### src/ems_pkg.sv
// shared constants and carrier types of the emulation mode select block
package ems_pkg;

  // instruction cycle divide ratios, in oscillator periods
  localparam int unsigned CYC_SMALL = 4;
  localparam int unsigned CYC_WIDE = 16;

  // return stack: levels per personality and word width
  localparam int unsigned STACK_DEPTH = 3;
  localparam int unsigned STACK_SMALL = 2;
  localparam int unsigned STACK_WIDE = 3;
  localparam int unsigned STACK_W = 9;

  // register byte offsets on the apb slave
  localparam logic [11:0] OFS_PORT1 = 12'h000;
  localparam logic [11:0] OFS_PORT2 = 12'h004;
  localparam logic [11:0] OFS_PORT3 = 12'h008;
  localparam logic [11:0] OFS_STATUS = 12'h00C;
  localparam logic [11:0] OFS_TICK = 12'h010;
  localparam logic [11:0] OFS_PUSH = 12'h014;
  localparam logic [11:0] OFS_POP = 12'h018;
  localparam logic [11:0] OFS_IRQ_STAT = 12'h01C;
  localparam logic [11:0] OFS_IRQ_MASK = 12'h020;
  localparam logic [11:0] OFS_MODE = 12'h024;

  // master clear values of the port file registers
  localparam logic [7:0] PORT_ONES = 8'hFF;
  localparam logic [7:0] PORT_ZEROS = 8'h00;

  // status file word: bits 3..7 fixed at one in the small personality
  localparam logic [7:0] STATUS_FIXED = 8'hF8;
  localparam logic [7:0] TICK_LAST = 8'hFF;

  // interrupt status and mask layout
  localparam int unsigned IRQ_W = 3;
  localparam int unsigned IRQ_TICK_WRAP = 0;
  localparam int unsigned IRQ_STK_OVF = 1;
  localparam int unsigned IRQ_STK_UNF = 2;

  // mode readback fields
  localparam int unsigned MODE_SMALL_BIT = 0;
  localparam int unsigned MODE_IRQ_EN_BIT = 1;

  // apb answer sequencing
  typedef enum logic {BUS_IDLE, BUS_ANSWER} ems_bus_t;

  // apb request as seen by the slave
  typedef struct packed {
    logic sel;
    logic enable;
    logic write;
    logic [11:0] addr;
    logic [31:0] wdata;
  } ems_apb_req_t;

  // complete state of the top module
  typedef struct packed {
    logic mode_small;
    logic [7:0] port1;
    logic [7:0] port2;
    logic [7:0] port3;
    logic [7:0] status;
    logic [7:0] tick;
    logic tin_prev;
    logic [IRQ_W-1:0] irq_stat;
    logic [IRQ_W-1:0] irq_mask;
    logic irq;
    ems_bus_t bus;
    logic pready;
    logic pslverr;
    logic [31:0] prdata;
  } ems_top_state_t;

endpackage

### src/ems_cycdiv.sv
// instruction cycle divider producing the clock output and cycle strobe
`timescale 1ns/1ps
module ems_cycdiv #(
  parameter int unsigned RATIO_SMALL = 4,
  parameter int unsigned RATIO_WIDE = 16
) (
  // clock and control
  input wire logic clk,
  input wire logic restart,
  input wire logic mode_small,
  // outputs, both from flip-flops
  output logic clk_out,
  output logic cycle_start
);

  localparam int unsigned CW = $clog2(RATIO_WIDE);

  initial begin
    if (RATIO_SMALL < 2 || RATIO_WIDE < RATIO_SMALL || RATIO_SMALL % 2 != 0 || RATIO_WIDE % 2 != 0) begin
      $error("divide ratios must be even, at least two, and ordered");
    end
  end

  typedef struct packed {
    logic [CW-1:0] cnt;
    logic clk_out;
    logic start;
  } ems_div_state_t;

  ems_div_state_t s_q;
  ems_div_state_t s_d;
  logic [CW-1:0] last;
  logic [CW-1:0] half;

  // count through one instruction cycle; high for its first half
  always_comb begin
    last = mode_small ? CW'(RATIO_SMALL - 1) : CW'(RATIO_WIDE - 1);
    half = mode_small ? CW'(RATIO_SMALL / 2) : CW'(RATIO_WIDE / 2);
    s_d = s_q;
    // preload the last count so the first edge after a clear opens a full cycle
    if (restart) begin
      s_d.cnt = last;
    end else if (s_q.cnt >= last) begin
      s_d.cnt = '0;
    end else begin
      s_d.cnt = s_q.cnt + 1'b1;
    end
    s_d.clk_out = (s_d.cnt < half) && !restart;
    s_d.start = (s_d.cnt == '0) && !restart;
  end

  always_ff @(posedge clk) begin
    s_q <= s_d;
  end

  assign clk_out = s_q.clk_out;
  assign cycle_start = s_q.start;

endmodule

### src/ems_stack.sv
// return stack with a run-time level limit and overflow/underflow flags
`timescale 1ns/1ps
module ems_stack #(
  parameter int unsigned DEPTH = 3,
  parameter int unsigned W = 9
) (
  // clock and control
  input wire logic clk,
  input wire logic clr,
  input wire logic push,
  input wire logic pop,
  input wire logic [$clog2(DEPTH+1)-1:0] limit,
  input wire logic [W-1:0] din,
  // state and events
  output logic [W-1:0] top,
  output logic [$clog2(DEPTH+1)-1:0] level,
  output logic ovf,
  output logic unf
);

  localparam int unsigned LW = $clog2(DEPTH + 1);

  initial begin
    if (DEPTH < 1 || W < 1) begin
      $error("stack needs at least one level of one bit");
    end
  end

  typedef struct packed {
    logic [DEPTH-1:0][W-1:0] mem;
    logic [LW-1:0] level;
  } ems_stk_state_t;

  ems_stk_state_t s_q;
  ems_stk_state_t s_d;

  // a push beyond the limit is refused and flagged rather than wrapping
  always_comb begin
    s_d = s_q;
    ovf = push && (s_q.level >= limit);
    unf = pop && !push && (s_q.level == '0);
    if (clr) begin
      s_d.level = '0;
    end else if (push && !ovf) begin
      s_d.mem[s_q.level] = din;
      s_d.level = s_q.level + 1'b1;
    end else if (pop && !unf && !push) begin
      s_d.level = s_q.level - 1'b1;
    end
  end

  always_ff @(posedge clk) begin
    s_q <= s_d;
  end

  assign level = s_q.level;
  assign top = (s_q.level == '0) ? '0 : s_q.mem[s_q.level - 1'b1];

endmodule

### src/ems_top.sv
// mode-dependent personality logic of the emulation microcomputer
`timescale 1ns/1ps
module ems_top
  import ems_pkg::*;
#(
  parameter int unsigned DEPTH = STACK_DEPTH
) (
  // clock and reset
  input wire logic REF_CLK,
  input wire logic RST,
  // application pins
  input wire logic MODE_SMALL,
  input wire logic MASTER_CLEAR_N,
  input wire logic TIMER_COUNT_INPUT,
  output logic CLK_OUT,
  output logic CYCLE_STROBE,
  output logic IRQ,
  output logic [7:0] FIRST_PORT_FILE,
  output logic [7:0] SECOND_PORT_FILE,
  output logic [7:0] THIRD_PORT_FILE,
  // apb slave
  input wire logic PSEL,
  input wire logic PENABLE,
  input wire logic PWRITE,
  input wire logic [11:0] PADDR,
  input wire logic [31:0] PWDATA,
  output logic [31:0] PRDATA,
  output logic PREADY,
  output logic PSLVERR
);

  localparam int unsigned LW = $clog2(DEPTH + 1);

  initial begin
    if (DEPTH < STACK_WIDE) begin
      $error("stack depth must hold the interrupt-capable level count");
    end
  end

  ems_top_state_t s_q;
  ems_top_state_t s_d;
  ems_apb_req_t req;
  logic clear;
  logic commit;
  logic hit;
  logic [31:0] rd;
  logic [IRQ_W-1:0] ev;
  logic [IRQ_W-1:0] w1c;
  logic tin_fall;
  logic stk_push;
  logic stk_pop;
  logic stk_ovf;
  logic stk_unf;
  logic [STACK_W-1:0] stk_top;
  logic [LW-1:0] stk_level;
  logic [LW-1:0] stk_limit;
  logic [7:0] status_view;
  logic div_clk_out;
  logic div_start;

  // gather the bus pins into one request
  assign req = '{sel: PSEL, enable: PENABLE, write: PWRITE, addr: PADDR, wdata: PWDATA};

  // either reset source reloads the personality and the port files
  assign clear = RST || !MASTER_CLEAR_N;

  // a write lands on the edge where the master sees pready high
  assign commit = (s_q.bus == BUS_ANSWER) && req.sel && req.enable;

  // small personality exposes only two return levels
  assign stk_limit = s_q.mode_small ? LW'(STACK_SMALL) : LW'(STACK_WIDE);

  // fixed ones overlay the upper status bits in the small personality
  assign status_view = s_q.mode_small ? (s_q.status | STATUS_FIXED) : s_q.status;

  // the oscillator pin is the only clock; the cycle divider runs off it
  ems_cycdiv #(
    .RATIO_SMALL(CYC_SMALL),
    .RATIO_WIDE(CYC_WIDE)
  ) u_div (
    .clk(REF_CLK),
    .restart(clear),
    .mode_small(s_q.mode_small),
    .clk_out(div_clk_out),
    .cycle_start(div_start)
  );

  ems_stack #(
    .DEPTH(DEPTH),
    .W(STACK_W)
  ) u_stack (
    .clk(REF_CLK),
    .clr(clear),
    .push(stk_push),
    .pop(stk_pop),
    .limit(stk_limit),
    .din(req.wdata[STACK_W-1:0]),
    .top(stk_top),
    .level(stk_level),
    .ovf(stk_ovf),
    .unf(stk_unf)
  );

  // read decode; unmapped addresses answer with an error
  always_comb begin
    rd = '0;
    hit = 1'b1;
    unique case (req.addr)
      OFS_PORT1: rd[7:0] = s_q.port1;
      OFS_PORT2: rd[7:0] = s_q.port2;
      OFS_PORT3: rd[7:0] = s_q.port3;
      OFS_STATUS: rd[7:0] = status_view;
      OFS_TICK: rd[7:0] = s_q.tick;
      OFS_PUSH: rd[STACK_W-1:0] = stk_top;
      OFS_POP: rd[LW-1:0] = stk_level;
      OFS_IRQ_STAT: rd[IRQ_W-1:0] = s_q.irq_stat;
      OFS_IRQ_MASK: rd[IRQ_W-1:0] = s_q.irq_mask;
      OFS_MODE: begin
        rd[MODE_SMALL_BIT] = s_q.mode_small;
        rd[MODE_IRQ_EN_BIT] = !s_q.mode_small;
      end
      default: hit = 1'b0;
    endcase
  end

  // stack commands fire once, at the committing edge
  assign stk_push = commit && req.write && (req.addr == OFS_PUSH);
  assign stk_pop = commit && req.write && (req.addr == OFS_POP);

  // timer input is sampled every oscillator edge, the same edge that moves
  // the clock output, so a tied-back clock output never slips a count
  assign tin_fall = s_q.tin_prev && !TIMER_COUNT_INPUT;

  always_comb begin
    w1c = '0;
    if (commit && req.write && req.addr == OFS_IRQ_STAT) begin
      w1c = req.wdata[IRQ_W-1:0];
    end
  end

  // event sources feeding the sticky status
  always_comb begin
    ev = '0;
    ev[IRQ_TICK_WRAP] = tin_fall && (s_q.tick == TICK_LAST);
    ev[IRQ_STK_OVF] = stk_ovf;
    ev[IRQ_STK_UNF] = stk_unf;
  end

  // next state of the whole block
  always_comb begin
    s_d = s_q;
    s_d.tin_prev = TIMER_COUNT_INPUT;

    // tick counter advances on trailing edges in both personalities
    if (tin_fall) begin
      s_d.tick = s_q.tick + 1'b1;
    end

    // bus answer: data is latched on the same edge that pready rises
    unique case (s_q.bus)
      BUS_IDLE: begin
        s_d.pready = 1'b0;
        if (req.sel && req.enable) begin
          s_d.bus = BUS_ANSWER;
          s_d.pready = 1'b1;
          s_d.pslverr = !hit;
          s_d.prdata = req.write ? '0 : rd;
        end
      end
      BUS_ANSWER: begin
        s_d.bus = BUS_IDLE;
        s_d.pready = 1'b0;
        s_d.pslverr = 1'b0;
        s_d.prdata = '0;
      end
    endcase

    // register writes
    if (commit && req.write) begin
      unique case (req.addr)
        OFS_PORT1: s_d.port1 = req.wdata[7:0];
        OFS_PORT2: s_d.port2 = req.wdata[7:0];
        OFS_PORT3: s_d.port3 = req.wdata[7:0];
        OFS_STATUS: s_d.status = req.wdata[7:0];
        OFS_TICK: s_d.tick = req.wdata[7:0];
        OFS_IRQ_MASK: s_d.irq_mask = req.wdata[IRQ_W-1:0];
        default: begin
        end
      endcase
    end

    // sticky events: a new event wins over a clear in the same cycle
    s_d.irq_stat = (s_q.irq_stat & ~w1c) | ev;

    // master clear or reset: catch the strap, then load the port files
    if (clear) begin
      s_d.mode_small = MODE_SMALL;
      s_d.status = '0;
      s_d.tick = '0;
      s_d.irq_stat = '0;
      s_d.irq_mask = '0;
      s_d.port1 = PORT_ONES;
      s_d.port2 = MODE_SMALL ? PORT_ONES : PORT_ZEROS;
      s_d.port3 = MODE_SMALL ? PORT_ONES : PORT_ZEROS;
    end

    // bus handshake state only follows the hard reset
    if (RST) begin
      s_d.bus = BUS_IDLE;
      s_d.pready = 1'b0;
      s_d.pslverr = 1'b0;
      s_d.prdata = '0;
      s_d.tin_prev = 1'b0;
    end

    // interrupt line is held off entirely in the small personality
    s_d.irq = !s_d.mode_small && |(s_d.irq_stat & s_d.irq_mask);
  end

  always_ff @(posedge REF_CLK) begin
    s_q <= s_d;
  end

  // outputs straight from flip-flops
  assign CLK_OUT = div_clk_out;
  assign CYCLE_STROBE = div_start;
  assign IRQ = s_q.irq;
  assign FIRST_PORT_FILE = s_q.port1;
  assign SECOND_PORT_FILE = s_q.port2;
  assign THIRD_PORT_FILE = s_q.port3;
  assign PRDATA = s_q.prdata;
  assign PREADY = s_q.pready;
  assign PSLVERR = s_q.pslverr;

endmodule

### config.mk
export PLATFORM = sky130hd
export DESIGN_NAME = ems_top
export DESIGN_NICKNAME = d
export VERILOG_FILES = /design/src/ems_pkg.sv /design/src/ems_cycdiv.sv /design/src/ems_stack.sv /design/src/ems_top.sv
export SDC_FILE = /design/constraint.sdc
export NUM_CORES = 1
export LEC_CHECK = 0
export ABC_AREA = 0
export BUFFER_PORTS_ARGS = -buffer_cell sky130_fd_sc_hd__buf_4
export CORE_AREA = 4 4 132 134
export CTS_BUF_LIST = sky130_fd_sc_hd__clkbuf_8
export DETAILED_ROUTE_END_ITERATION = 10
export DIE_AREA = 0 0 136 138
export GPL_TIMING_DRIVEN = 0
export PLACE_DENSITY = 0.58
export SYNTH_ARGS = -nofsm -noshare
export SYNTH_HDL_FRONTEND = slang
export SYNTH_SLANG_ARGS = --single-unit
### constraint.sdc
create_clock -name REF_CLK -period 2.7 [get_ports REF_CLK]
set_clock_uncertainty 0.1 [all_clocks]
set_input_delay 0.54 -clock REF_CLK [delete_from_list [all_inputs] [get_ports REF_CLK]]
set_output_delay 0.54 -clock REF_CLK [all_outputs]
set_load 0.1 [all_outputs]
==> results by group <==
Timing
  • Slew Viols, Final: 0
  • Setup violators final: 1
  • Tcrit/Tclk final: 100%
  • Peak Freq: 369 MHz
  • Final Hold Viols: 0
  • Rel. slew slack: 35.0%
  • Actual slew at the worst max-slew pin: about 0.97 ns
  • Final WS setup: -0.00890 ns
  • Post-layout min period: 2.71 ns
  • RSZ-0062 raised after global routing: true

Placement
  • Routability cong.: 0.865
  • DP HPWL: 10.1 mm
  • Pre-CTS WS: -0.703 ns
  • IO Port Bufs: 64
  • Cell Area, Placed: around 5700 µm²

Logic synthesis
  • Post-Syn Instances: 480
  • Multiplexer share of the synthesized area: 6.37%
  • Flops & latches, synth: 95
  • Yosys Warn Count: 0
  • Largest family of logic cells by synthesized area: simple AND/OR/NAND/NOR gates
  • Synth cell types: 59
  • Most common flop cell mapped by yosys: dfxtp_1
  • Synth Area in Adders: 2.33%
  • Syn Area/Cell: 10.1 µm²
  • Ys async rst share: 0%
  • Synth Area in Compound Gates: approximately an eighth
  • Post-Synth Simple-Gate Area: 17.3%
  • Mapped cell area: 4830 µm²
  • Post-synth EDFFs: 43
  • Post-synthesis sequential area ratio: 48.3%
  • Post-Synth XOR/XNOR Area: 1.81%

CTS
  • CTS max path bufs: 2
  • CTS clk-pin slew, worst paths: roughly 0.09 ns
  • Clk root buf: clkbuf_8
  • H-tree depth: 3
  • Clk_lat worst skew: roughly 0.37 ns
  • Sink Count: 95
  • TritonCTS clock tree: built
  • Num CTS Buffers: 9
  • Hold Buf Count CTS: 0

Pwr
  • Internal: ~2100 µW
  • PD cells: 526 nW/µm²
  • Leakage power: 0.00240 µW
  • Switching share of power: 31.9%
  • Maximum vdd drop: 0.289 mV
  • Switching pwr: 994 µW
  • Reg power frac: between 50% and 60%
  • Combinational group share of total power: 20.3%
  • Clock power frac: 29.6%

Setup path
  • Type of destination of the critical path: flop
  • Reg-to-Reg End: IRQ
  • R2r worst-path depth: 7
  • Crit Path Class: in2reg
  • Worst EP arrival: about 2.9 ns
  • Worst-path fanout max: 10
  • Flop-to-flop setup slack: 0.10 ns
  • RR Startpoint: s_q[34]
  • Critical Path RT: between 2 and 3 ns
  • Startpoint Class: primary input

Finish
  • Leading cell types in the layout, fill and taps excluded: buf_4, dfxtp_1, edfxtp_1, nand2_1, nor2_1
  • Antenna Cells: 0
  • Cell area after layout: 5920 µm²
  • Nets: roughly 640
  • Most common cell after layout, fill and taps aside: buf_4
  • Area grow syn2layout: 22.6%
  • Fin util: a little over a third
  • Layout cells sized above 1: 28.9%

Routing
  • WL met3: 905 µm
  • Met2 WL: between 6 and 7 mm
  • # DRC: 0
  • Drt total wl: roughly 13 mm
  • Vias: approximately 4,000
  • Iter 0 DRT Violations: ~200
  • Max layer used: met4
  • First drt pass iteration count: 5
  • Via density: approximately 4.9
  • Met1 Routed Length: ~6.0 mm
  • Post-route ant nets: 0
  • Avg WL per Cell: 16.8 µm

Outcome
  • Status: complete, but fails checks
  • Failing checks: setup timing

Die
  • Core Region: 16,300 µm²
  • Die Y: approximately 140 µm
  • I/O pins: 113
  • Starting Density: between 20% and 30%
  • Die width: 136 µm
  • Die area: 18,800 µm²
  • Row count: 47

Worst hold path
  • Hold Path Sink: u_stack.s_q[28]
  • Hold wc startpoint: PWDATA[8]
  • Hold path cells: 1
  • Hold Path Class: in2reg

Global routing
  • Global-route wire length before repair: 21.0 mm
  • GRT Total Usage: between 10% and 20%
  • GR Overflow Total: 0
  • Number of global-route vias before repair: 3,803
  • Antenna violations before repair: 0
  • Largest net degree at the start of global routing: 16

Flow run
  • Max Cap Violations: 0
-- cells in the mapped netlist, types with 2 or more instances --
cell type	number	area [µm²]
dfxtp_1	52	1040
a222oi_1	2	20.0
and2_1	5	31.3
nand2b_1	3	18.8
buf_6	2	22.5
inv_1	4	15.0
xor2_1	5	43.8
nor3_1	7	35.0
mux4_2	3	67.6
a21oi_1	8	40.0
a221oi_1	3	26.3
a22o_1	4	35.0
mux2i_1	24	240
nand3_1	28	140
and3_1	5	31.3
or4b_2	2	20.0
a22oi_1	2	15.0
buf_4	56	420
a211oi_1	16	120
o22ai_1	2	12.5
buf_2	2	10.0
o2bb2ai_1	2	17.5
ha_1	9	113
nor4_1	5	31.3
nor2b_1	13	81.3
xnor2_1	5	43.8
o21ai_0	24	120
nand2_1	43	161
clkbuf_1	18	67.6
or4_1	3	22.5
a21o_1	12	90.1
or2_2	2	12.5
a221o_1	2	20.0
edfxtp_1	43	1290
nor2_1	38	143
nand4_1	3	18.8
-- power groups by stage --
stage / registers (µW) / logic [µW] / clock network (µW)
finish: 1560 / 632 / 922
global route: 1570 / 664 / 1010
CTS: 1560 / 632 / 946
detailed placement: 1590 / 630 / 0
global placement: 1590 / 622 / 0
floorplan: 1610 / 463 / 0
-- worst max-delay path, cell delays in order --
cell,delay (ns)
buf_4,0.11
or4_1,0.51
buf_2,0.22
or4_1,0.52
buf_2,0.17
nand3_1,0.11
o21ai_2,0.08
a222oi_1,0.49
nor2_1,0.10
-- worst max-delay path by stage --
stage                     startpoint             endpoint  depth (start not counted)
after floorplan             PADDR[9]  SECOND_PORT_FILE[0]                          6
after global placement      PADDR[9]  SECOND_PORT_FILE[2]                          7
after detailed placement    PADDR[9]  SECOND_PORT_FILE[2]                          7
after CTS                   PADDR[5]                  IRQ                          8
after global routing        PADDR[5]              s_q[45]                          7
final                       PADDR[9]                  IRQ                          9
-- layout make-up --
cell class,instances,area (µm²)
plain buffers,77,534
clock buffers,9,124
clock inverters,7,63.8
fillers,1647,10400
inverters,4,15.0
multi-input cells,324,2090
flip-flops and latches,95,2330
well taps,220,275
repair buffers,65,488
-- stage by stage --
step	hold WS, ns	power (µW)	instances	setup TNS [ns]
finish	0.259	3120	801	-0.00890
floorplan	0.326	2080	502	0
global route	0.246	3240	801	-0.251
global placement	0.343	2210	786	-21.87
CTS	0.242	3140	801	0
detailed placement	0.348	2220	786	-21.05
-- logic make-up (layout without fill, tap and decap cells) --
family | Yosys count | count (layout)
AND/OR/NAND/NOR | 166 | 166
adder cells (fa/ha/maj) | 9 | 9
flip-flops | 95 | 95
multiplexers | 27 | 27
AO/OA/AOI/OAI | 89 | 89
other | 1 | 23
XOR/XNOR | 10 | 10
buffers and inverters | 83 | 162
-- flip-flops by register name, indices dropped and copies added (netlist names) --
register,count
FIRST_PORT_FILE,8
THIRD_PORT_FILE,8
u_div.clk_out,1
u_div.cycle_start,1
SECOND_PORT_FILE,8
u_stack.s_q,27
u_div.s_q,4
u_stack.level,2
IRQ,1
s_q,25
PRDATA,9
PSLVERR,1
-- metal layers --
metal | vias up | global-route usage, %
met5 | - | 0
met4 | 0 | 5.20
met3 | 19 | 2.51
met2 | 136 | 23.0
met1 | 1876 | 19.6
li1 | 1857 | -
-- what timing repair did --
action	4_1_cts	5_1_grt
cloned	0	0
pin swaps	1	2
setup buffers	0	1
gates resized for setup	14	8
setup endpoints to repair	44	43
Power figures use the tool's default switching activity.
